[src/logic/hccmd_pkg.sv]
// Purpose: Constants for the function command control register
// Assumes: Standard type 0 header bit layout
// Notes:   Shared by the register block and its gate helper
package hccmd_pkg;
  localparam logic [7:0]  HCCMD_OFFSET      = 8'h04;
  localparam int          HCCMD_W           = 16;
  localparam int          BIT_IO_EN         = 0;
  localparam int          BIT_MEM_EN        = 1;
  localparam int          BIT_MASTER_EN     = 2;
  localparam int          BIT_SPECIAL_CYC   = 3;
  localparam int          BIT_MWI_EN        = 4;
  localparam int          BIT_PALETTE_SNOOP = 5;
  localparam int          BIT_PARITY_RESP   = 6;
  localparam int          BIT_WAIT_CYC      = 7;
  localparam int          BIT_SYSERR_EN     = 8;
  localparam int          BIT_FAST_B2B      = 9;
  localparam int          BIT_INTX_DISABLE  = 10;
  // Writable bits: 0,1,2,6,8,10; everything else reads zero
  localparam logic [15:0] HCCMD_RW_MASK     = 16'h0547;
  localparam logic [15:0] HCCMD_RESET       = 16'h0000;
endpackage : hccmd_pkg

[src/logic/hccmd_gate.sv]
// Purpose: Gates function traffic by the command register enables
// Assumes: All requests arrive on the device clock
// Notes:   Purely combinational, so an enable change acts at once
`timescale 1ns/10ps
module hccmd_gate
  import hccmd_pkg::*;
(
  input  wire logic [HCCMD_W-1:0] cmd_i,
  input  wire logic               io_req_i,
  input  wire logic               mem_req_i,
  input  wire logic               master_req_i,
  input  wire logic               intx_req_i,
  input  wire logic               err_i,
  input  wire logic               parity_err_i,
  output logic                    io_accept_o,
  output logic                    mem_accept_o,
  output logic                    master_go_o,
  output logic                    intx_msg_o,
  output logic                    err_report_o,
  output logic                    parity_act_o
);
  // Each request passes only while its enable bit is set; INTx passes only while its disable bit is clear
  assign io_accept_o  = io_req_i & cmd_i[BIT_IO_EN];               // RQ1
  assign mem_accept_o = mem_req_i & cmd_i[BIT_MEM_EN];             // RQ2
  assign master_go_o  = master_req_i & cmd_i[BIT_MASTER_EN];       // RQ3
  assign intx_msg_o   = intx_req_i & ~cmd_i[BIT_INTX_DISABLE];     // RQ9
  assign err_report_o = err_i & cmd_i[BIT_SYSERR_EN];              // RQ6
  assign parity_act_o = parity_err_i & cmd_i[BIT_PARITY_RESP];     // RQ5
endmodule : hccmd_gate

[src/logic/hccmd_reg.sv]
// Purpose: Function command control register with traffic gating
// Assumes: Config write/read strobes come from the device clock domain
// Notes:   Byte enables select lanes; read data is registered
`timescale 1ns/10ps
// How it works
// RQ1 - Bit 0 enables I/O space responses; reset clear ignores them.
// RQ2 - Bit 1 enables memory space responses; reset clear declines them.
// RQ3 - Bit 2 allows the function to master upstream requests; reset zero.
// RQ4 - Legacy control bits are read-only zero; writes ignored.
// RQ5 - Bit 6 enables normal parity action; else only status flag set.
// RQ6 - Bit 8 enables reporting fatal and non-fatal errors upstream.
// RQ7 - A control bit governs whether INTx messages may be emitted.
// RQ8 - Root complex must set memory and master enables before expecting traffic.
// RQ9 - Bit 10 set suppresses INTx messages; reset value zero.
module hccmd_reg
  import hccmd_pkg::*;
(
  input  wire logic               clk_i,
  input  wire logic               rst_i,
  input  wire logic               cfg_wr_i,
  input  wire logic               cfg_rd_i,
  input  wire logic [7:0]         cfg_addr_i,
  input  wire logic [1:0]         cfg_be_i,
  input  wire logic [HCCMD_W-1:0] cfg_wdata_i,
  output logic      [HCCMD_W-1:0] cfg_rdata_o,
  input  wire logic               io_req_i,
  input  wire logic               mem_req_i,
  input  wire logic               master_req_i,
  input  wire logic               intx_req_i,
  input  wire logic               err_i,
  input  wire logic               parity_err_i,
  output logic                    io_accept_o,
  output logic                    mem_accept_o,
  output logic                    master_go_o,
  output logic                    intx_msg_o,
  output logic                    err_report_o,
  output logic                    parity_act_o,
  output logic                    parity_status_o,
  output logic [HCCMD_W-1:0]      cmd_o
);
  logic [HCCMD_W-1:0] cmd_q;
  logic [HCCMD_W-1:0] cmd_d;
  logic [HCCMD_W-1:0] lane_mask;
  logic               hit;

  ////////////////////////////////////////////////////////////////////////////
  // Write path
  assign hit       = (cfg_addr_i == HCCMD_OFFSET);
  assign lane_mask = {{8{cfg_be_i[1]}}, {8{cfg_be_i[0]}}};
  // Only writable bits can change, so hardwired controls stay zero
  assign cmd_d = (cmd_q & ~(lane_mask & HCCMD_RW_MASK))
               | (cfg_wdata_i & lane_mask & HCCMD_RW_MASK);           // RQ4

  // All enables, including the INTx control, clear on reset
  always_ff @(posedge clk_i or posedge rst_i) begin
    if (rst_i) begin
      cmd_q <= HCCMD_RESET;                                           // RQ7
    end else if (cfg_wr_i && hit) begin
      cmd_q <= cmd_d;
    end
  end

  // Registered read; unmapped offsets read zero
  always_ff @(posedge clk_i or posedge rst_i) begin
    if (rst_i) begin
      cfg_rdata_o <= '0;
    end else if (cfg_rd_i) begin
      cfg_rdata_o <= hit ? cmd_q : '0;
    end
  end

  // Detected parity flag sets regardless of response enable; sticky
  always_ff @(posedge clk_i or posedge rst_i) begin
    if (rst_i) begin
      parity_status_o <= 1'b0;
    end else if (parity_err_i) begin
      parity_status_o <= 1'b1;                                        // RQ5
    end
  end

  assign cmd_o = cmd_q;

  ////////////////////////////////////////////////////////////////////////////
  // Traffic gating; until software sets the enables nothing passes but INTx, which flows until bit 10 is set
  hccmd_gate u_gate (                                                 // RQ8
    .cmd_i        (cmd_q),
    .io_req_i     (io_req_i),
    .mem_req_i    (mem_req_i),
    .master_req_i (master_req_i),
    .intx_req_i   (intx_req_i),
    .err_i        (err_i),
    .parity_err_i (parity_err_i),
    .io_accept_o  (io_accept_o),
    .mem_accept_o (mem_accept_o),
    .master_go_o  (master_go_o),
    .intx_msg_o   (intx_msg_o),
    .err_report_o (err_report_o),
    .parity_act_o (parity_act_o)
  );
endmodule : hccmd_reg

[config.mk]
export PLATFORM = sky130hd
export DESIGN_NAME = hccmd_reg
export DESIGN_NICKNAME = d
export VERILOG_FILES = /design/src/logic/hccmd_pkg.sv /design/src/logic/hccmd_gate.sv /design/src/logic/hccmd_reg.sv
export SDC_FILE = /design/constraint.sdc
export NUM_CORES = 1
export LEC_CHECK = 0
export BUFFER_PORTS_ARGS = -buffer_cell sky130_fd_sc_hd__buf_2
export CAP_MARGIN = 20
export CORE_ASPECT_RATIO = 0.8
export CORE_MARGIN = 2
export CORE_UTILIZATION = 37
export CTS_CLUSTER_SIZE = 16
export DETAILED_ROUTE_END_ITERATION = 8
export MAX_ROUTING_LAYER = met4
export PLACE_DENSITY = 0.83
export SYNTH_ARGS = -nofsm -noshare
export SYNTH_HDL_FRONTEND = slang
export SYNTH_SLANG_ARGS = --single-unit
[constraint.sdc]
create_clock -name clk_i -period 1.4 [get_ports clk_i]
set_clock_uncertainty 0.15 [all_clocks]
set_input_delay 0.07 -clock clk_i [delete_from_list [all_inputs] [get_ports clk_i]]
set_output_delay 0.07 -clock clk_i [all_outputs]
set_load 0.03 [all_outputs]
-- After elaboration in Yosys (flattened, before gate mapping)
Cells that the tools add are included.
- input bits: 36
- register bits after elaboration: 33
- output and inout port bits: 39
- logic and storage cells: 17
- bitwise operators: 11
- equality and inequality tests: 1
- multiplexer cells: 1
- reductions and logical operators: 1
- operators by type and width (cell ; count):
    $and 16x16->16 ; 1
    $mux 16 ; 1
    $not 11->16 ; 1
    $or 16x11->16 ; 1
    $and 11x11->11 ; 1
    $eq 8x3->1 const B ; 1
    $and 1x1->1 ; 6
    $logic_and 1x1->1 ; 1
    $not 1->1 ; 1

-- Depth between registers and ports, before layout
Gate-level depths: netlist of run 1.
- word-level depth: 3
- depth in mapped cells: 4
- depth with buffers taken out: 3

-- Hierarchy
From an unflattened synthesis of run 1, not the netlist that was laid out.
- cell total of the unflattened synthesis: 72
- area, all modules: 749.5 sq um
- modules (own cells, without submodules) (module ; sequential area each (sq um) ; instances ; area an instance (sq um) ; cells each):
    hccmd_reg ; 325.3 ; 1 ; 704.4 ; 66
    hccmd_gate ; 0.0 ; 1 ; 45.0 ; 6

-- Worst setup path before layout of run 1
OpenSTA, ideal clock, no wires.
- path kind: input -> register
- start: input port cfg_addr_i[7]
- end: register (tool-made name)
- library setup time: 0.125 ns
- data arrival time: 1.222 ns
- data required time: 1.125 ns
- cell stages on the path: 3
- slack: -0.097 ns
- path buffers: 0
- cells stage by stage: or4b_4 nor3_4 mux2_2
- RTL lines (element ; RTL line ; source):
    start, declared ; hccmd_reg.sv:22 ; input wire logic [7:0] cfg_addr_i,

==> results of run 1 <==
==> cell usage in the layout, fill, tap and decap left out, types with 3 or more instances in the layout <==
master          n
o22ai_1         6
mux2_2          6
inv_1           7
conb_1         20
clkbuf_4        3
and2_1          5
buf_2          44
nand2_1         8
dfrtp_1        13
dlygate4sd3_1   9
==> metrics by stage <==
stage | total power [mW] | setup WS (ps)
floorplan | 0.546 | -93.4
global placement | 0.546 | -219
detailed placement | 0.549 | -247
CTS | 0.792 | 39.0
global route | 0.818 | 1.54
finish | 0.792 | 43.1
==> worst min path at each step <==
stage	from	to	slack, ps	cells past startpoint
3_5_place_dp	rst_i	async pin	-30	2
5_1_grt	cfg_be_i[1]	flop	120	4
2_1_floorplan	rst_i	async pin	-200	1
6_report	cfg_be_i[1]	flop	100	4
3_3_place_gp	rst_i	cfg_rdata_o[8]	-50	2
4_1_cts	cfg_be_i[1]	flop	100	4
==> final cells by class <==
cell class                      instances  area [um^2]  area share (%)
Clock buffer                            4         26.3            2.55
Inverter                                7         26.3            2.55
Multi-Input combinational cell         52          312            30.3
Sequential cell                        13          325            31.6
Tap cell                               24         30.0            2.92
Timing Repair Buffer                   53          310            30.1
==> worst min-delay path, cell delays in order <==
cell	delay (ps)
buf_2	90
nand2_1	60
nor3_2	50
mux2_2	210
==> what timing repair did <==
| action | 4_1_cts | 5_1_grt |
|---|---|---|
| resized for setup | 0 | 0 |
| hold endpoints to repair | 26 | 0 |
| hold buffers | 9 | 0 |
==> routing by layer <==
metal / up-vias / part of all wire, % / GRT usage (%)
met5: - / 0 / -
met4: 0 / 0 / 3.00
met3: 0 / 10 / 2.03
met2: 49 / 54 / 28.7
met1: 277 / 35 / 15.4
li1: 308 / - / -
==> power groups by stage <==
stage | Clock (mW) | Combinational (mW) | Sequential (mW)
after floorplan | 0 | 0.146 | 0.400
after global placement | 0 | 0.154 | 0.392
after detailed placement | 0 | 0.157 | 0.392
after CTS | 0.232 | 0.176 | 0.384
after global routing | 0.240 | 0.194 | 0.385
final | 0.230 | 0.177 | 0.384
==> logic make-up after synthesis <==
kind of cell,count (synthesis)
AOI/OAI and AO/OA,6
buffers and inverters,29
DFF,13
muxes,6
other,1
and+or+nand+nor,20
==> impl_metrics.csv, run 1 <==
group,metric,value,unit
detailed_routing,drc,0,
detailed_routing,drt_iter0_drc,7,
final_layout,fillerInstances,171,
final_layout,stdcell_count,153,
pwr,swShare,31.1,%
synthesis,ys_ff_latch,13,
min_path,worst_hold_path_type,"primary input to flop",
synthesis,yosysSeqAreaShare,43.3,%
clock_network,cts_htree_levels,1,
setup_path,timing.critical_path.from,"cfg_addr_i[1]",
pwr,max-vdd-ir-drop,0.000653,V
sta,fin_crit_sh,96.9,%
synthesis,synth_cells,75,
pwr,power.internal,0.546,mW
synthesis,ys.flop_type,"dfrtp_1",
die,start_util,39.7,%
synthesis,synth_edf_count,0,
setup_path,cp-end-kind,"flop",
detailed_routing,vias,634,
global_route,grt_pass1_wl,2460,um
synthesis,syn_area,751,um^2
detailed_routing,drt.antenna.violating_nets,0,
pwr,pwr-share-comb,22.4,%
setup_path,path_max_fanout,4,
sta,min_period,1360,ps
synthesis,synth_top_area_share,43.3,%
clock_network,cts_tree,"built",
setup_path,reg2reg_depth,1,
clock_network,clk_pin_slew_worst_paths,80,ps
sta,setup_viol,0,
synthesis,synthAdderAreaFrac,0,%
placement,gp_congestion,0.681,
synthesis,synth-compound-area-share,5.00,%
synthesis,ys_types,17,
detailed_routing,wirelength,1570,um
global_route,antenna_found_initial,0,
pwr,leakagePower,0.579,nW
setup_path,path_depth,4,
detailed_routing,avgViaCountPerCell,4.14,
placement,dp_cells,140,
global_route,grt_usage,14.7,%
pwr,power.density,769,nW/um^2
detailed_routing,wl_per_cell,10.2,um
die,die_x,54.4,um
final_layout,drive_above_1_share,45.0,%
clock_network,clock_path_buffers,2,
sta,rsz0062_at_grt,"no",
setup_path,worstPathRequired,1410,ps
final_layout,area_growth,37.2,%
final_layout,design_area,1030,um^2
global_route,grt.overflow.total,0,
synthesis,synth_top_family_by_area,"buffers and inverters",
synthesis,synth_warnings,0,
global_route,grt_max_degree,14,
setup_path,cp_top_family,"simple AND/OR/NAND/NOR gates",
clock_network,insertion_delay,270,ps
setup_path,cp_data_arrival_time,1360,ps
sta,fmaxAchievable,737,MHz
pwr,p_sw,0.246,mW
sta,hold_slack,96.8,ps
synthesis,synthSimpleGateAreaFrac,17.5,%
synthesis,synthTopCellsByArea,"dfrtp_1 43%, buf_4 20%, mux2_2 9.0%, o22ai_1 5.0%, and2_1 4.2%",
placement,post_dp_cell_area,913,um^2
final_layout,post-route-util,54.4,%
die,die_height,44.3,um
setup_path,setup.worst_path.start_class,"primary input",
synthesis,synth_mux_area_share,9.00,%
pwr,seqPwrFrac,48.6,%
final_layout,antenna_cells,0,
clock_network,cts_setup_buffers,0,
detailed_routing,drtPass1Iterations,4,
die,dieArea,2410,um^2
synthesis,synthXorXnorAreaFrac,0,%
clock_network,cts_made_buffers,3,
clock_network,root_buffer,"clkbuf_4",
die,pin_count,75,
sta,tns,0,ps
final_layout,nNetsFinal,166,
setup_path,crit_type,"primary input to flop",
die,num_rows,14,
die,coreArea,1890,um^2
setup_path,crit_chain,"buf_2, or4_4, nor3_4, mux2_2",
outcome,outcome,"finished clean",
setup_path,reg2reg_setup_slack,440,ps
setup_path,slowest_delay,560,ps
setup_path,cp_slowest_cell,"or4_4",
setup_path,path_buf_inv,1,
synthesis,synth_common_cells,"20 x buf_4, 13 x dfrtp_1, 8 x nand2_1",
synthesis,async_flop_share,100,%
synthesis,synth.avg_cell_area,10.0,um^2
global_route,first_global_vias,593,
synthesis,synth_top_cell_by_area,"dfrtp_1",
sta,final_hold_viol_count,0,
placement,portBuffers,44,
synthesis,synth.most_common_cell,"buf_4",
pwr,clkPwrFrac,29.1,%
sta,final_max_slew_viol_count,0,
clock_network,clock-sinks,13,
run,cap_violations,0,
(Power assumes the default switching activity.)
==> run 2: changes to the inputs <==
SETUP_SLACK_MARGIN = 0.05   (was default)
==> run 2 against run 1 <==
Utilization up 0.86 points; cell count unchanged; global-route usage unchanged; worst setup slack better by 11 ps; wire length up 3.6%; clock power up 7%; sequential cell count unchanged; total power up 2.4%; first-iteration DRC count unchanged.
==> impl_metrics.csv, run 2 (same netlist as run 1, synthesis figures left out) <==
group,metric,value,unit
detailed_routing,drt.antenna.violating_nets,0,
die,num_rows,14,
global_route,grt_pass1_wl,2460,um
placement,portBuffers,44,
sta,final_hold_viol_count,0,
pwr,leakagePower,0.584,nW
setup_path,setup.worst_path.start_class,"primary input",
setup_path,crit_chain,"buf_6, or4_4, nor3_4, mux2_2",
die,die_x,54.4,um
setup_path,worstPathRequired,1430,ps
sta,min_period,1350,ps
final_layout,seq_area,325,um^2
detailed_routing,drt_iter0_drc,7,
die,coreArea,1890,um^2
detailed_routing,vias,657,
clock_network,clock_path_buffers,2,
global_route,antenna_found_initial,0,
global_route,grt_max_degree,14,
setup_path,cp_top_family,"simple AND/OR/NAND/NOR gates",
detailed_routing,drc,0,
detailed_routing,met2_length,849,um
setup_path,crit_type,"primary input to flop",
clock_network,cts_tree,"built",
detailed_routing,avgViaCountPerCell,4.29,
sta,fmaxAchievable,743,MHz
setup_path,path_max_fanout,4,
global_route,grt_usage,14.7,%
final_layout,stdcell_count,153,
detailed_routing,wl_met1,561,um
detailed_routing,wl_met3,185,um
setup_path,cp_data_arrival_time,1370,ps
final_layout,final_common_cell,"buf_2",
final_layout,antenna_cells,0,
setup_path,path_buf_inv,1,
global_route,first_global_vias,595,
sta,rsz0062_at_grt,"yes",
final_layout,drive_above_1_share,45.0,%
die,die_height,44.3,um
setup_path,cp-end-kind,"flop",
die,pin_count,75,
clock_network,cts_made_buffers,3,
sta,final_max_slew_viol_count,0,
detailed_routing,wl_per_cell,10.6,um
clock_network,root_buffer,"clkbuf_4",
final_layout,multi_input_area,315,um^2
min_path,worst_hold_path_type,"primary input to flop",
outcome,outcome,"finished clean",
die,start_util,39.7,%
sta,setup_viol,0,
global_route,grt.overflow.total,0,
clock_network,clock-sinks,13,
placement,dp_cells,140,
clock_network,cts_setup_buffers,0,
final_layout,area_growth,39.3,%
sta,tns,0,ps
die,dieArea,2410,um^2
setup_path,cp_slowest_cell,"or4_4",
placement,gp_congestion,0.681,
final_layout,nNetsFinal,166,
sta,hold_slack,85.0,ps
detailed_routing,drtPass1Iterations,4,
clock_network,insertion_delay,280,ps
clock_network,cts_htree_levels,1,
detailed_routing,wirelength,1620,um
pwr,power.density,775,nW/um^2
run,cap_violations,0,
final_layout,fillerInstances,165,
final_layout,mostFrequentLayoutCells,"42 x buf_2, 20 x conb_1, 13 x dfrtp_1",
sta,fin_crit_sh,96.2,%
detailed_routing,highest_layer,"met4",
setup_path,slowest_delay,560,ps
clock_network,clk_pin_slew_worst_paths,90,ps
pwr,max-vdd-ir-drop,0.000583,V
run 2: worst paths after layout:
path | from | end | slack (ps) | depth (start not counted)
worst max-delay path | cfg_addr_i[4] | flop | 50 | 4
worst min-delay path | cfg_be_i[1] | flop | 90 | 4
worst max register to register | flop | flop | 440 | 1
worst min register to register | parity_status_o | parity_status_o | 330 | 1
max in group asynchronous | rst_i | cfg_rdata_o[2] | 570 | 3
min in group asynchronous | rst_i | cfg_rdata_o[1] | 190 | 3
run 2: tightest hold or removal path, stage by stage:
cell and delay [ps]:
buf_2 90, nand2_1 60, nor3_2 50, mux2_2 210
run 2: routing by layer:
layer / track usage [%] / up-vias
met4: 3.00 / 0
li1: - / 311
met2: 28.7 / 58
met3: 2.03 / 3
met1: 15.4 / 285
met5: - / -
run 2: area by class of cell:
cell class | count | area share [%]
Tap cell | 24 | 2.87
Multi-Input combinational cell | 52 | 30.1
Timing Repair Buffer | 53 | 30.9
Sequential cell | 13 | 31.1
Clock buffer | 4 | 2.51
Inverter | 7 | 2.51
run 2: through the flow:
stage               setup WS (ps)  util (%)  power [mW]  cell area [um^2]
finish                       53.8      55.3       0.811              1050
global route                 15.0      55.3       0.832              1050
CTS                          39.0      54.4       0.792              1030
detailed placement           -247      48.3       0.549               913
global placement             -219      48.3       0.546               913
floorplan                   -93.4         -       0.546               822
run 2: repair_timing:
action                                  in CTS  in global routing
resized for setup                            0                  3
pin swaps                                    0                  1
endpoints found under the setup margin       3                  6
hold buffers                                 9                  0
hold endpoints to repair                    26                  0
gates cloned                                 0                  0
run 2: power breakdown:
group          internal (mW)  switching, mW  total (mW)
Combinational         0.0595          0.122       0.181
Clock                  0.111          0.134       0.245
Sequential             0.380        0.00471       0.385
Total                  0.550          0.261       0.811
==> run 3: changes to the inputs <==
SYNTH_HIERARCHICAL = 1   (was default)
==> run 3 against run 2 <==
Synthesized cell count decreased by 4.0%; largest power group unchanged; count of clock-buffer cells in the layout stayed put; worst hold slack lost 64 ps; critical path depth is 2 lower; sequential cell count unchanged; sequential share of layout area decreased by 0.074 points; register-to-register slack worse by 30 ps; combinational power is 3% higher; utilization is 0.13 points higher; sequential power hardly changed.
==> impl_metrics.csv, run 3 <==
group,metric,value,unit
final_layout,nNetsFinal,166,
placement,dpl.hpwl,1170,um
detailed_routing,avgViaCountPerCell,4.18,
detailed_routing,vias,640,
clock_network,clock-sinks,13,
synthesis,synth_warnings,6,
final_layout,drive_above_1_share,45.7,%
outcome,outcome,"finished clean",
final_layout,post-route-util,55.4,%
final_layout,mostFrequentLayoutCells,"44 x buf_2, 20 x conb_1, 13 x dfrtp_1",
final_layout,antenna_cells,0,
detailed_routing,drt_iter0_drc,10,
global_route,antenna_found_initial,0,
detailed_routing,drt.antenna.violating_nets,0,
placement,gp_congestion,0.722,
synthesis,synthTopCellsByArea,"dfrtp_1 43%, buf_4 20%, mux2_2 9.0%, o22ai_1 5.0%, and2_1 4.2%",
setup_path,cp_slowest_cell,"dfrtp_1",
die,die_x,54.3,um
detailed_routing,drc,0,
detailed_routing,drtPass1Iterations,2,
placement,dp_cells,140,
setup_path,slowest_delay,440,ps
sta,final_hold_viol_count,0,
synthesis,syn_area,749,um^2
sta,hold_slack,21.0,ps
synthesis,synth_top_cell_by_area,"dfrtp_1",
synthesis,synth_top_area_share,43.4,%
pwr,total_power,0.804,mW
clock_network,insertion_delay,280,ps
global_route,grt_max_degree,14,
clock_network,ctsResizeCount,0,
sta,setup_viol,0,
synthesis,async_flop_share,100,%
sta,final_max_slew_viol_count,0,
clock_network,cts_tree,"built",
die,dieArea,2400,um^2
setup_path,crit_type,"flop to output port",
setup_path,path_max_fanout,4,
pwr,leakagePower,0.587,nW
final_layout,stdcell_count,153,
die,num_rows,14,
final_layout,fillerInstances,182,
placement,portBuffers,44,
run,cap_violations,0,
sta,min_period,1250,ps
synthesis,yosysSeqAreaShare,43.4,%
setup_path,setup.worst_path.start_class,"flop",
sta,tns,0,ps
sta,rsz0062_at_grt,"no",
min_path,worst_hold_path_type,"primary input to flop",
setup_path,path_buf_inv,1,
synthesis,ys_types,14,
detailed_routing,wirelength,1660,um
pwr,max-vdd-ir-drop,0.000454,V
clock_network,cts_htree_levels,1,
global_route,grt_pass1_wl,2560,um
pwr,power.density,767,nW/um^2
die,start_util,39.6,%
global_route,grt.overflow.total,0,
setup_path,cp-end-kind,"output port",
setup_path,cp_top_family,"flip-flops",
global_route,first_global_vias,619,
die,die_height,44.3,um
clock_network,root_buffer,"clkbuf_4",
sta,fmaxAchievable,798,MHz
synthesis,synth_cells,72,
sta,layout_setup_ws,147,ps
global_route,grt_usage,15.7,%
setup_path,crit_chain,"nor2b_4, buf_2",
synthesis,ys.flop_type,"dfrtp_1",
placement,dp_worst_setup_slack,45.2,ps
clock_network,clock_path_buffers,2,
synthesis,synth.avg_cell_area,10.4,um^2
setup_path,worstPathRequired,1180,ps
clock_network,clk_pin_slew_worst_paths,80,ps
final_layout,final_common_cell,"buf_2",
synthesis,ys_ff_latch,13,
final_layout,design_area,1050,um^2
die,coreArea,1890,um^2
clock_network,cts_made_buffers,3,
synthesis,synth.most_common_cell,"buf_4",
detailed_routing,wl_per_cell,10.8,um
die,pin_count,75,
sta,fin_crit_sh,89.5,%
synthesis,synth_common_cells,"20 x buf_4, 13 x dfrtp_1, 7 x inv_1, 7 x nand2_1",
placement,post_dp_cell_area,932,um^2
setup_path,cp_data_arrival_time,1030,ps
synthesis,synth_edf_count,0,
final_layout,area_growth,39.9,%
run 3: changes by cell type after synthesis:
cell and change:
nand4_1 +2, nor3_4 -1, or2_1 -1, clkbuf_2 -1
nor4b_4 +1, nor4_4 +1, nor2b_4 +1, nor3_2 -1
or4b_4 -1, nor2b_1 -1, nand2_1 -1, or4_4 -1
run 3: area by class of cell:
| cell class | instances | area, um^2 | share of cell area [%] |
|---|---|---|---|
| multi-input combinational | 50 | 315 | 30.1 |
| clock buffer | 4 | 26.3 | 2.51 |
| sequential | 13 | 325 | 31.0 |
| timing repair buffer | 55 | 325 | 31.0 |
| tap | 24 | 30.0 | 2.86 |
| inverter | 7 | 26.3 | 2.51 |
run 3: logic make-up (layout without fill, tap and decap cells):
| kind of cell | count (synthesis) | count (layout) | synth area share, % |
|---|---|---|---|
| buffers and inverters | 28 | 66 | 24.0 |
| other | 1 | 20 | 0.500 |
| and+or+nand+nor | 18 | 18 | 18.0 |
| AOI/OAI and AO/OA | 6 | 6 | 5.01 |
| muxes | 6 | 6 | 9.01 |
| DFF | 13 | 13 | 43.4 |
run 3: what timing repair did:
action	CTS	global route
endpoints found under the hold margin	26	0
hold buffers	9	0
setup buffers	0	0
run 3: per-layer routing:
metal  up-vias  GRT usage, %  share of wire [%]
li1        309             -                  -
met2        48          25.8                 49
met3         5          2.70                 10
met5         -             -                  0
met1       278          17.2                 38
met4         0          10.5                2.7
run 3: path summary, 6_finish.rpt:
| path | start | depth (start not counted) | end | slack, ps |
|---|---|---|---|---|
| worst min register to register | parity_status_o | 1 | parity_status_o | 320 |
| worst min-delay path | cfg_be_i[1] | 3 | flop | 20 |
| min in group asynchronous | rst_i | 3 | parity_status_o | 190 |
| max in group asynchronous | rst_i | 3 | async pin | 580 |
| worst max-delay path | flop | 2 | intx_msg_o | 150 |
| worst max register to register | flop | 1 | flop | 410 |
run 3: power by group:
group,switching [mW],leakage [nW],internal [mW],total [mW]
Sequential,0.00465,0.176,0.380,0.384
Clock,0.123,0.0150,0.111,0.234
Combinational,0.126,0.396,0.0598,0.186
Total,0.254,0.587,0.550,0.804
